[src/rtl/dfd_pkg.sv]
// Purpose: Shared constants and carriers for the driver fault diagnosis block.
// Assumes: Nine output channels; six low-side drivers followed by three pre-drivers.
// Notes: Channel order is injector 1, injector 2, relay 1, relay 2, tach, lamp, heater, ignition 1, ignition 2.
package dfd_pkg;

  // ----------------------------------------------------------------
  // Channel layout
  // ----------------------------------------------------------------
  localparam int NCH = 9;
  localparam int NLSD = 6;
  localparam int TACH_CH = 4;
  localparam logic [8:0] SG_MASK = 9'h02F;
  localparam logic [8:0] OT_MASK = 9'h03F;
  localparam logic [5:0] LIMIT_MASK = 6'h2F;

  // ----------------------------------------------------------------
  // Register addresses
  // ----------------------------------------------------------------
  localparam int AW = 5;
  localparam logic [4:0] ADDR_WDOG = 5'h0A;
  localparam logic [4:0] ADDR_SENSOR = 5'h0B;
  localparam logic [4:0] ADDR_SUPPLY = 5'h0D;
  localparam logic [4:0] ADDR_ONOFF = 5'h0E;
  localparam logic [4:0] ADDR_MODEL = 5'h0F;
  localparam logic [4:0] ADDR_ON_LO = 5'h10;
  localparam logic [4:0] ADDR_ON_HI = 5'h11;
  localparam logic [4:0] ADDR_SINK_LO = 5'h12;
  localparam logic [4:0] ADDR_SINK_HI = 5'h13;
  localparam logic [4:0] ADDR_RETRY_LO = 5'h14;
  localparam logic [4:0] ADDR_RETRY_HI = 5'h15;
  localparam logic [4:0] ADDR_GLOBAL = 5'h16;

  // ----------------------------------------------------------------
  // Field positions
  // ----------------------------------------------------------------
  localparam int BIT_SUM = 7;
  localparam int BIT_OL = 3;
  localparam int BIT_OC = 2;
  localparam int BIT_OT = 1;
  localparam int BIT_SG = 0;
  localparam int SUP_SERR = 3;
  localparam int SENS_ISO_OT = 0;
  localparam int GBIT_COMBINE = 0;
  localparam int GBIT_SRST = 1;
  localparam int GBIT_POWER_ENABLE_BIT = 2;

  // ----------------------------------------------------------------
  // Reset values and timing
  // ----------------------------------------------------------------
  localparam logic [8:0] SINK_RST = 9'h1FF;
  localparam logic [2:0] GLOBAL_RST = 3'h0;
  localparam logic [7:0] MODEL_ID = 8'h5A; // Arbitrary value.
  localparam int CLK_MHZ = 100;
  localparam int RETRY_TIME_US = 10;
  localparam int RETRY_CYCLES = RETRY_TIME_US * CLK_MHZ;

  typedef struct packed {
    logic [8:0] dir_in;
    logic [8:0] oc_raw;
    logic [2:0] sense_high;
    logic [8:0] ol_raw;
    logic [5:0] sg_raw;
    logic [5:0] ot_raw;
    logic vcc_uv;
    logic vbat_ov;
    logic ignition_key_input;
    logic battery_switch_flag;
    logic serial_err;
    logic [2:0] vprot_fault;
    logic [3:0] peak;
    logic sensor_clamp_positive;
    logic sensor_clamp_negative;
    logic iso_ot;
    logic [7:0] wdog_state;
  } dfd_pins_s;

  typedef struct packed {
    logic cmd;
    logic trip;
    logic gate;
    logic ol;
    logic oc;
    logic ot;
    logic sg;
  } dfd_chan_s;

endpackage

[src/rtl/dfd_top.sv]
// Purpose: Fault latching, protective switch-off and register map for nine output stages.
// Assumes: Comparator and pin levels arrive asynchronously; the register port runs on clk.
// Notes: Read data appears one cycle after reg_rd.
// Operation
// - Driver register holds summary, OL, OC, OT, SG.
// - Pre-driver registers hold summary, OL, OC only.
// - Ground-short only on injectors, relays, lamp.
// - On and output low sets ground-short.
// - Sink disabled means no ground-short flag.
// - Flags latch; write zero clears once fault gone.
// - Each low-side driver has own temperature input.
// - Overtemperature turns only that output off.
// - Output returns when temperature clears, flag stays.
// - Overcurrent checked only while output is on.
// - Drain high while on trips gate off.
// - Without retry, restart needs off then on.
// - With retry, output retries until overcurrent gone.
// - Combine bit needs serial and pin agreeing.
// - Soft reset clears device, not reset pin.
// - Undervoltage or overvoltage asserts host reset.
// - Tach shuts down rather than current-limits.
// - Supply register layout of system status bits.
// - Sensor register layout of peak, clamp, OT.
// - Off with sink enabled sets open-load flag.
// - Pre-driver feedback or sense high trips off.
`timescale 1ns/1ps
`default_nettype none
module dfd_top #(
  parameter int RETRY_CNT = dfd_pkg::RETRY_CYCLES
) (
  input wire logic clk,
  input wire logic rst,
  input wire dfd_pkg::dfd_pins_s pins,
  input wire logic [dfd_pkg::AW-1:0] reg_addr,
  input wire logic reg_wr,
  input wire logic reg_rd,
  input wire logic [7:0] reg_wdata,
  output logic [7:0] reg_rdata,
  output logic [dfd_pkg::NCH-1:0] gate_on,
  output logic [dfd_pkg::NCH-1:0] sink_enable,
  output logic [dfd_pkg::NLSD-1:0] curr_limit_en,
  output logic external_reset_pin_n
);
  import dfd_pkg::*;

  // The pacing counter is 20 bits wide, so longer retry periods cannot be served.
  if (RETRY_CNT < 2 || RETRY_CNT > 1000000) begin : g_bad_retry
    $error("RETRY_CNT out of range");
  end

  // ----------------------------------------------------------------
  // Pin synchronisers
  // ----------------------------------------------------------------
  dfd_pins_s pins_s1;
  dfd_pins_s p;

  always_ff @(posedge clk or posedge rst) begin
    if (rst) begin
      pins_s1 <= '0;
      p <= '0;
    end else begin
      pins_s1 <= pins;
      p <= pins_s1;
    end
  end

  // ----------------------------------------------------------------
  // Configuration registers
  // ----------------------------------------------------------------
  logic [NCH-1:0] cfg_on, next_cfg_on;
  logic [NCH-1:0] cfg_sink, next_cfg_sink;
  logic [NCH-1:0] cfg_retry, next_cfg_retry;
  logic [2:0] cfg_glob, next_cfg_glob;
  logic srst, next_srst;

  function automatic logic [NCH-1:0] wr_split(input logic [NCH-1:0] cur, input logic [AW-1:0] a,
                                              input logic [AW-1:0] lo, input logic [7:0] d);
    logic [NCH-1:0] r;
    r = cur;
    if (a == lo) begin
      r[7:0] = d;
    end else if (a == lo + 5'h01) begin
      r[NCH-1] = d[0];
    end
    return r;
  endfunction

  always_comb begin
    next_cfg_on = cfg_on;
    next_cfg_sink = cfg_sink;
    next_cfg_retry = cfg_retry;
    next_cfg_glob = cfg_glob;
    next_srst = 1'b0;
    if (srst) begin
      // Software reset brings the register file back to defaults.
      next_cfg_on = '0;
      next_cfg_sink = SINK_RST;
      next_cfg_retry = '0;
      next_cfg_glob = GLOBAL_RST;
    end else if (reg_wr) begin
      next_cfg_on = wr_split(cfg_on, reg_addr, ADDR_ON_LO, reg_wdata);
      next_cfg_sink = wr_split(cfg_sink, reg_addr, ADDR_SINK_LO, reg_wdata);
      next_cfg_retry = wr_split(cfg_retry, reg_addr, ADDR_RETRY_LO, reg_wdata);
      if (reg_addr == ADDR_GLOBAL) begin
        next_cfg_glob = {reg_wdata[GBIT_POWER_ENABLE_BIT], 1'b0, reg_wdata[GBIT_COMBINE]};
        next_srst = reg_wdata[GBIT_SRST];
      end
    end
  end

  always_ff @(posedge clk or posedge rst) begin
    if (rst) begin
      cfg_on <= '0;
      cfg_sink <= SINK_RST;
      cfg_retry <= '0;
      cfg_glob <= GLOBAL_RST;
      srst <= 1'b0;
    end else begin
      cfg_on <= next_cfg_on;
      cfg_sink <= next_cfg_sink;
      cfg_retry <= next_cfg_retry;
      cfg_glob <= next_cfg_glob;
      srst <= next_srst;
    end
  end

  // ----------------------------------------------------------------
  // Retry pacing
  // ----------------------------------------------------------------
  // One shared tick paces every retrying channel; a shorted load is then hit
  // at most once per period rather than every cycle.
  logic [19:0] retry_cnt, next_retry_cnt;
  logic retry_tick;

  assign retry_tick = (retry_cnt == 20'(RETRY_CNT - 1));

  always_comb begin
    next_retry_cnt = retry_tick ? 20'h00000 : retry_cnt + 20'h00001;
  end

  always_ff @(posedge clk or posedge rst) begin
    if (rst) begin
      retry_cnt <= '0;
    end else begin
      retry_cnt <= next_retry_cnt;
    end
  end

  // ----------------------------------------------------------------
  // Per-channel protection and flags
  // ----------------------------------------------------------------
  dfd_chan_s ch_q [NCH];
  dfd_chan_s next_ch [NCH];
  logic [NCH-1:0] oc_now;
  logic [NCH-1:0] ch_sum;

  function automatic logic [AW-1:0] chan_addr(input int i);
    return (i < NLSD) ? AW'(i) : AW'(i + 1);
  endfunction

  generate
    for (genvar i = 0; i < NCH; i++) begin : g_ch
      logic ocr, otr, sgr, olr, wr_here;
      if (i >= NLSD) begin : g_pre
        assign ocr = p.oc_raw[i] | p.sense_high[i-NLSD];
        assign otr = 1'b0;
        assign sgr = 1'b0;
      end else begin : g_lsd
        assign ocr = p.oc_raw[i];
        assign otr = p.ot_raw[i] & OT_MASK[i];
        assign sgr = p.sg_raw[i] & SG_MASK[i];
      end
      assign olr = p.ol_raw[i];
      assign wr_here = reg_wr && (reg_addr == chan_addr(i));
      assign oc_now[i] = ocr;
      assign ch_sum[i] = ch_q[i].ol | ch_q[i].oc | ch_q[i].ot | ch_q[i].sg;

      always_comb begin
        next_ch[i] = ch_q[i];
        if (srst) begin
          next_ch[i] = '0;
        end else begin
          if (cfg_glob[GBIT_COMBINE]) begin
            if (cfg_on[i] == p.dir_in[i]) begin
              next_ch[i].cmd = cfg_on[i];
            end
          end else begin
            next_ch[i].cmd = cfg_on[i] | p.dir_in[i];
          end
          if (ch_q[i].gate && ocr) begin
            next_ch[i].trip = 1'b1;
          end else if (ch_q[i].trip) begin
            if (cfg_retry[i]) begin
              next_ch[i].trip = !retry_tick;
            end else begin
              next_ch[i].trip = ch_q[i].cmd || ocr;
            end
          end
          next_ch[i].gate = next_ch[i].cmd && !next_ch[i].trip && !otr;
          // Hardware set wins over a clear in the same cycle.
          next_ch[i].oc = (ch_q[i].gate && ocr) ||
                          (ch_q[i].oc && !(wr_here && !reg_wdata[BIT_OC] && !ocr));
          next_ch[i].ot = otr || (ch_q[i].ot && !(wr_here && !reg_wdata[BIT_OT]));
          next_ch[i].sg = (ch_q[i].gate && sgr && cfg_sink[i]) ||
                          (ch_q[i].sg && !(wr_here && !reg_wdata[BIT_SG] && !sgr));
          next_ch[i].ol = (!ch_q[i].gate && olr && cfg_sink[i]) ||
                          (ch_q[i].ol && !(wr_here && !reg_wdata[BIT_OL] && !olr));
        end
      end

      always_ff @(posedge clk or posedge rst) begin
        if (rst) begin
          ch_q[i] <= '0;
        end else begin
          ch_q[i] <= next_ch[i];
        end
      end

      // ----------------------------------------------------------------
      // Channel checks
      // ----------------------------------------------------------------
      oc_trip_off_a: assert property (@(posedge clk) disable iff (rst || srst)
        ch_q[i].gate && ocr |=> !ch_q[i].gate && ch_q[i].oc)
        else $error("overcurrent did not switch the stage off");
      ot_stage_off_a: assert property (@(posedge clk) disable iff (rst || srst)
        otr |=> !ch_q[i].gate && ch_q[i].ot)
        else $error("overtemperature did not switch the stage off");
      sg_needs_sink_a: assert property (@(posedge clk) disable iff (rst || srst)
        $rose(ch_q[i].sg) |-> $past(cfg_sink[i]) && $past(ch_q[i].gate))
        else $error("ground-short flag set without sink");
      flag_held_a: assert property (@(posedge clk) disable iff (rst || srst)
        ch_q[i].oc && ocr |=> ch_q[i].oc)
        else $error("overcurrent flag cleared while fault present");
      no_restart_a: assert property (@(posedge clk) disable iff (rst || srst)
        ch_q[i].trip && !cfg_retry[i] && ch_q[i].cmd && $stable(cfg_retry[i]) |=> !ch_q[i].gate)
        else $error("stage restarted without off command");
      ot_return_a: assert property (@(posedge clk) disable iff (rst || srst)
        ch_q[i].ot && !otr && !ch_q[i].trip && !ocr && next_ch[i].cmd |=> ch_q[i].gate)
        else $error("stage did not return after overtemperature");
    end
  endgenerate

  tach_no_sg_a: assert property (@(posedge clk) disable iff (rst)
    !ch_q[TACH_CH].sg && !ch_q[NLSD].ot && !ch_q[NLSD].sg)
    else $error("unsupported flag set");

  // ----------------------------------------------------------------
  // System flags and host reset
  // ----------------------------------------------------------------
  logic fl_serr, next_fl_serr;
  logic [2:0] fl_vprot, next_fl_vprot;
  logic fl_iso, next_fl_iso;
  logic rst_n_q, next_rst_n_q;
  logic wr_sup, wr_sens;

  assign wr_sup = reg_wr && (reg_addr == ADDR_SUPPLY);
  assign wr_sens = reg_wr && (reg_addr == ADDR_SENSOR);

  always_comb begin
    next_rst_n_q = !(p.vcc_uv || p.vbat_ov);
    if (srst) begin
      next_fl_serr = 1'b0;
      next_fl_vprot = '0;
      next_fl_iso = 1'b0;
    end else begin
      next_fl_serr = p.serial_err || (fl_serr && !(wr_sup && !reg_wdata[SUP_SERR]));
      next_fl_vprot = p.vprot_fault | (fl_vprot & ~({3{wr_sup}} & ~reg_wdata[2:0]));
      next_fl_iso = p.iso_ot || (fl_iso && !(wr_sens && !reg_wdata[SENS_ISO_OT]));
    end
  end

  always_ff @(posedge clk or posedge rst) begin
    if (rst) begin
      fl_serr <= 1'b0;
      fl_vprot <= '0;
      fl_iso <= 1'b0;
      rst_n_q <= 1'b0;
    end else begin
      fl_serr <= next_fl_serr;
      fl_vprot <= next_fl_vprot;
      fl_iso <= next_fl_iso;
      rst_n_q <= next_rst_n_q;
    end
  end

  ext_reset_a: assert property (@(posedge clk) disable iff (rst)
    p.vcc_uv || p.vbat_ov |-> ##2 !external_reset_pin_n)
    else $error("supply fault did not assert host reset");
  soft_reset_a: assert property (@(posedge clk) disable iff (rst)
    srst |=> $stable(external_reset_pin_n) && ch_sum == '0 && cfg_on == '0)
    else $error("soft reset did not clear state or moved reset pin");

  // ----------------------------------------------------------------
  // Read path and outputs
  // ----------------------------------------------------------------
  logic [7:0] rd_val, next_rdata;
  logic any_fault;
  logic [NCH-1:0] g;

  always_comb begin
    for (int k = 0; k < NCH; k++) begin
      g[k] = ch_q[k].gate;
    end
  end

  assign any_fault = (|ch_sum) | fl_serr | (|fl_vprot) | fl_iso;

  always_comb begin
    rd_val = 8'h00;
    for (int k = 0; k < NCH; k++) begin
      if (reg_addr == chan_addr(k)) begin
        rd_val[BIT_SUM] = ch_sum[k];
        rd_val[BIT_OL] = ch_q[k].ol;
        rd_val[BIT_OC] = ch_q[k].oc;
        rd_val[BIT_OT] = ch_q[k].ot;
        rd_val[BIT_SG] = ch_q[k].sg;
      end
    end
    unique case (reg_addr)
      ADDR_WDOG: rd_val = p.wdog_state;
      ADDR_SENSOR: rd_val = {p.peak, 1'b0, p.sensor_clamp_positive, p.sensor_clamp_negative, fl_iso};
      ADDR_SUPPLY: rd_val = {any_fault, p.ignition_key_input, cfg_glob[GBIT_POWER_ENABLE_BIT],
                             p.battery_switch_flag, fl_serr, fl_vprot};
      ADDR_ONOFF: rd_val = {g[0], g[1], g[2], g[3], g[5], g[7], g[8], g[6]};
      ADDR_MODEL: rd_val = MODEL_ID;
      ADDR_ON_LO: rd_val = cfg_on[7:0];
      ADDR_ON_HI: rd_val = {7'h00, cfg_on[NCH-1]};
      ADDR_SINK_LO: rd_val = cfg_sink[7:0];
      ADDR_SINK_HI: rd_val = {7'h00, cfg_sink[NCH-1]};
      ADDR_RETRY_LO: rd_val = cfg_retry[7:0];
      ADDR_RETRY_HI: rd_val = {7'h00, cfg_retry[NCH-1]};
      ADDR_GLOBAL: rd_val = {5'h00, cfg_glob};
      default: ;
    endcase
    next_rdata = reg_rd ? rd_val : 8'h00;
  end

  always_ff @(posedge clk or posedge rst) begin
    if (rst) begin
      reg_rdata <= 8'h00;
      gate_on <= '0;
      sink_enable <= '0;
      curr_limit_en <= '0;
      external_reset_pin_n <= 1'b0;
    end else begin
      reg_rdata <= next_rdata;
      gate_on <= g;
      sink_enable <= cfg_sink;
      curr_limit_en <= LIMIT_MASK;
      external_reset_pin_n <= rst_n_q;
    end
  end

  sum_read_a: assert property (@(posedge clk) disable iff (rst)
    reg_rd && reg_addr == 5'h00 |=> reg_rdata[BIT_SUM] == $past(ch_sum[0]))
    else $error("summary bit does not match flags");
  gate_follow_a: assert property (@(posedge clk) disable iff (rst)
    ##1 gate_on == $past(g))
    else $error("gate output does not follow stage state");

  oc_trip_c: cover property (@(posedge clk) disable iff (rst) $rose(ch_q[0].trip));
  retry_on_c: cover property (@(posedge clk) disable iff (rst)
    ch_q[2].trip && cfg_retry[2] ##1 ch_q[2].gate);
  combine_c: cover property (@(posedge clk) disable iff (rst)
    cfg_glob[GBIT_COMBINE] && cfg_on[1] != p.dir_in[1]);
  soft_rst_c: cover property (@(posedge clk) disable iff (rst) srst);
endmodule
`default_nettype wire

[config.mk]
export PLATFORM = sky130hd
export DESIGN_NAME = dfd_top
export DESIGN_NICKNAME = d
export VERILOG_FILES = /design/src/rtl/dfd_pkg.sv /design/src/rtl/dfd_top.sv
export SDC_FILE = /design/constraint.sdc
export NUM_CORES = 1
export LEC_CHECK = 0
export BUFFER_PORTS_ARGS = -buffer_cell sky130_fd_sc_hd__buf_2
export CELL_PAD_IN_SITES_DETAIL_PLACEMENT = 1
export CELL_PAD_IN_SITES_GLOBAL_PLACEMENT = 2
export CORE_MARGIN = 2
export CORE_UTILIZATION = 42
export DETAILED_ROUTE_END_ITERATION = 10
export MAX_ROUTING_LAYER = met4
export PLACE_DENSITY_LB_ADDON = 0.25
export SLEW_MARGIN = 10
export SYNTH_ARGS = -nofsm -noshare
export SYNTH_HDL_FRONTEND = slang
export SYNTH_SLANG_ARGS = --single-unit
[constraint.sdc]
create_clock -name clk -period 13.7 [get_ports clk]
set_input_delay 0.685 -clock clk [delete_from_list [all_inputs] [get_ports clk]]
set_output_delay 0.685 -clock clk [all_outputs]
set_load 0.02 [all_outputs]
==> results by group <==
Clock tree
  – Root buf cell: clkbuf_16
  – Resize count post-CTS: 0
  – CTS Buf Count: 29
  – Post-CTS Hold Fix Bufs: 0
  – Clock Latency Late Sink: between 0.5 and 0.6 ns
  – Clock Path Buffers: 3
  – CTS sink cnt: 275
  – CTS tree: done
  – Max H-tree Level: 1
  – Setup repair bufs after CTS: 0
  – Clock-pin slew on the worst setup and hold paths: approximately 0.060 ns

Critical path
  – Critical Path Start Type: register
  – Critical Setup Path Class: reg -> reg
  – Crit. Startpoint: retry_cnt[0]
  – Data required time of the critical path: around 14 ns
  – Crit end category: register
  – RR Startpoint: retry_cnt[0]
  – Worst EP arrival: approximately 3.0 ns
  – Crit Path Max Fanout: 10

Synth
  – Synth area leader: dfrtp_1
  – Top cell type's share of synthesized area: 61.5%
  – Post-synth EDFFs: 0
  – Compound-Gate Fraction of Synth Area: roughly an eighth
  – Main flop type after synthesis: dfrtp_1
  – Largest family of logic cells by synthesized area: simple AND/OR/NAND/NOR gates
  – Mux cell area share after synthesis: 1.03%
  – Area share of fa/ha/maj cells after synthesis: under 10%
  – Async SR Flop Fraction: 100%
  – Cell variety after synth: between 70 and 80
  – Simple-Gate Fraction of Synth Area: ~16%
  – #FFs+latches synth: approximately 280
  – Commonest cells post-synth: dfrtp_1 (266), a21oi_1 (66), nor2_1 (65)
  – Synth Area in XOR/XNOR: around 1.5%
  – Synth area leaders: dfrtp_1 (62%), a21oi_1 (3.1%), nor2_1 (2.3%)
  – Ys Warns: 0
  – Mapped Cells: approximately 920
  – Register area share after synthesis: a little under two thirds
  – Mapped cell area: between 10000 and 15000 sq um
  – Most frequent cell after synthesis: dfrtp_1
  – Syn_nets: 1013
  – Syn avg cell area: 11.7 sq um

STA
  – RSZ-0062 raised after global routing: no
  – Max-slew violation count: 0
  – Worst hold margin: roughly 0.23 ns
  – Final hold violation count: 0
  – Actual slew at the worst max-slew pin: 1.04 ns
  – Maximum clock rate: roughly 0.40 GHz
  – Setup Viol. Count Final: 0
  – Setup TNS: 0 ns
  – Period utilization: 18.3%
  – Minimum clock period: 2.51 ns
  – Slew margin rel.: between 20 and 30%
  – Layout Skew: roughly 0.01 ns

Detailed routing
  – Drt total wl: 29.7 mm
  – Via/cell ratio: between 5 and 6
  – Vias: 7484
  – Routed len/inst: about 22 um
  – Final antenna-violating net count: 0
  – Drt pass-1 iters: 4
  – Residual DRC: 0
  – Initial drt markers: a little under 500

Hold path
  – Hold wc startpoint: pins[28]
  – HP Class: in -> reg

Pwr
  – Pwr Density: between 150 and 200 nW/um^2
  – Peak supply drop: between 0.09 and 0.1 mV
  – LEAKAGE: between 5 and 6 nW

Job
  – Max Cap Violations: 0

Floorplanning
  – DIE AREA: about 27000 sq um
  – Core Box Area: about 25000 sq um
  – # rows: between 50 and 60
  – Die Wd: ~160 um
  – Initial core utilization: between 40% and 50%
  – Die height: ~160 um
  – Ports: between 100 and 150

Cells and area
  – Share of layout cells above drive strength 1: 18.9%
  – Fin nets: roughly 1100
  – Synth-to-Final Area Change: 16.2%
  – Layout fillers: around 2700

Global route
  – Grt ovf: 0
  – Largest net degree at the start of global routing: ~120
  – Total Routing Usage GR: a little under a quarter
  – Number of global-route vias before repair: between 8000 and 9000
  – Initial antenna violation count: 1
  – First-pass GRT wire length: approximately 47 mm

Placed design
  – Dpl hpwl: roughly 20 mm
  – IO buf count: approximately 110
  – GP Congestion: slightly below 0.9

Status
  – Status: complete, no violations
## cell families (layout without fill, tap and decap cells)
family | count (synthesis) | in the layout
other | 2 | 3
xor gates and xnor gates | 18 | 18
and+or+nand+nor | 309 | 309
DFF | 275 | 275
muxes | 11 | 11
AOI/OAI and AO/OA | 212 | 212
buffers and inverters | 84 | 204
adders and majority gates | 10 | 10
## worst max-delay path, cell delays in order, from the launching register on
cell and delay, ns:
dfrtp_1 0.37, ha_1 0.21, nand2_1 0.13, nor4_4 0.94, a31oi_1 0.21, a22o_1 0.30, nor4_1 0.24
## through the flow
stage	setup WS [ns]	cells	power [mW]	util, %	area [sq um]
finish	11.19	1372	2.08	49.7	12600
global route	11.01	1372	2.18	49.7	12600
CTS	11.21	1371	2.11	49.7	12600
detailed placement	10.74	1317	1.24	45.6	11500
global placement	10.69	1317	1.22	45.6	11500
floorplan	5.45	921	1.14	-	10800
## flip-flops by register name (all words and copies together) (netlist names), 2 cells and up
| signal | flops |
|---|---|
| cfg_glob | 2 |
| cfg_on | 9 |
| cfg_retry | 9 |
| cfg_sink | 9 |
| ch_q | 63 |
| fl_vprot | 3 |
| g_ch.ocr | 6 |
| g_ch.olr | 9 |
| g_ch.otr | 6 |
| g_ch.sgr | 5 |
| gate_on | 9 |
| p | 38 |
| pins_s1 | 64 |
| reg_rdata | 8 |
| retry_cnt | 20 |
| sink_enable | 9 |
## power by group
group          internal [mW]  switching [mW]  leakage [nW]
combinational         0.0928           0.133          1.88
sequential             0.912          0.0836          3.23
clock                  0.532           0.329         0.499
total                   1.54           0.545          5.61
## layer usage
metal / wire [um] / GRT usage, %
met2: 14300 / 37.1
met4: 552 / 5.14
met5: 0 / -
met3: 1390 / 3.29
met1: 13500 / 32.4
## cells in the final DEF (no fill, tap or decap), types with 4 or more instances in the layout
master      synthesis  routed
nor2b_1            17      17
inv_1              34      33
ha_1               10      10
a31oi_1            13      13
a22oi_1            17      17
a21o_1             13      13
nand3b_1            5       5
mux2i_1            10      10
nor3_1             12      12
nand4b_1            4       4
buf_2               5     112
o31ai_1             9       9
and2_1              9       9
nand3_1            39      39
clkbuf_1           24       6
xnor2_1            10      10
nand2_2             4       4
xor2_1              8       8
a21boi_0            4       4
nand4_1             7       7
and3_1             18      18
nand2b_1           15      15
nand2_1            62      62
o41ai_1             4       4
buf_4              10       4
o21ai_0            46      46
nor4_1             17      17
clkbuf_16           0      29
a22o_1              6       6
nor2_1             65      65
and3b_1             5       5
clkinvlp_4          0       5
a211o_1             9       9
clkinv_2            0       4
dfstp_2             9       9
a21oi_1            66      66
dfrtp_1           266     265
bufinv_16           0       7
a221oi_1            4       4
## final timing paths
| kind | endpoint | slack (ns) | cells past startpoint |
|---|---|---|---|
| max in group asynchronous | srst | 11.83 | 3 |
| hold reg to reg | g_ch[3].ocr | 0.34 | 0 |
| setup / recovery | ch_q[60] | 11.19 | 6 |
| min in group asynchronous | p[44] | 0.27 | 2 |
| hold / removal | pins_s1[28] | 0.23 | 1 |
| setup reg to reg | ch_q[60] | 11.19 | 6 |
## layout make-up
cell class | instances | area [sq um] | area share (%)
antenna | 1 | 2.50 | 0.0199
clock buffer | 37 | 776 | 6.17
clock inverter | 17 | 277 | 2.20
inverter | 34 | 135 | 1.08
multi-input combinational | 562 | 3480 | 27.7
sequential | 275 | 6890 | 54.9
tap | 330 | 413 | 3.29
timing repair buffer | 116 | 591 | 4.70
No activity file was read; power rests on OpenSTA's default activity.
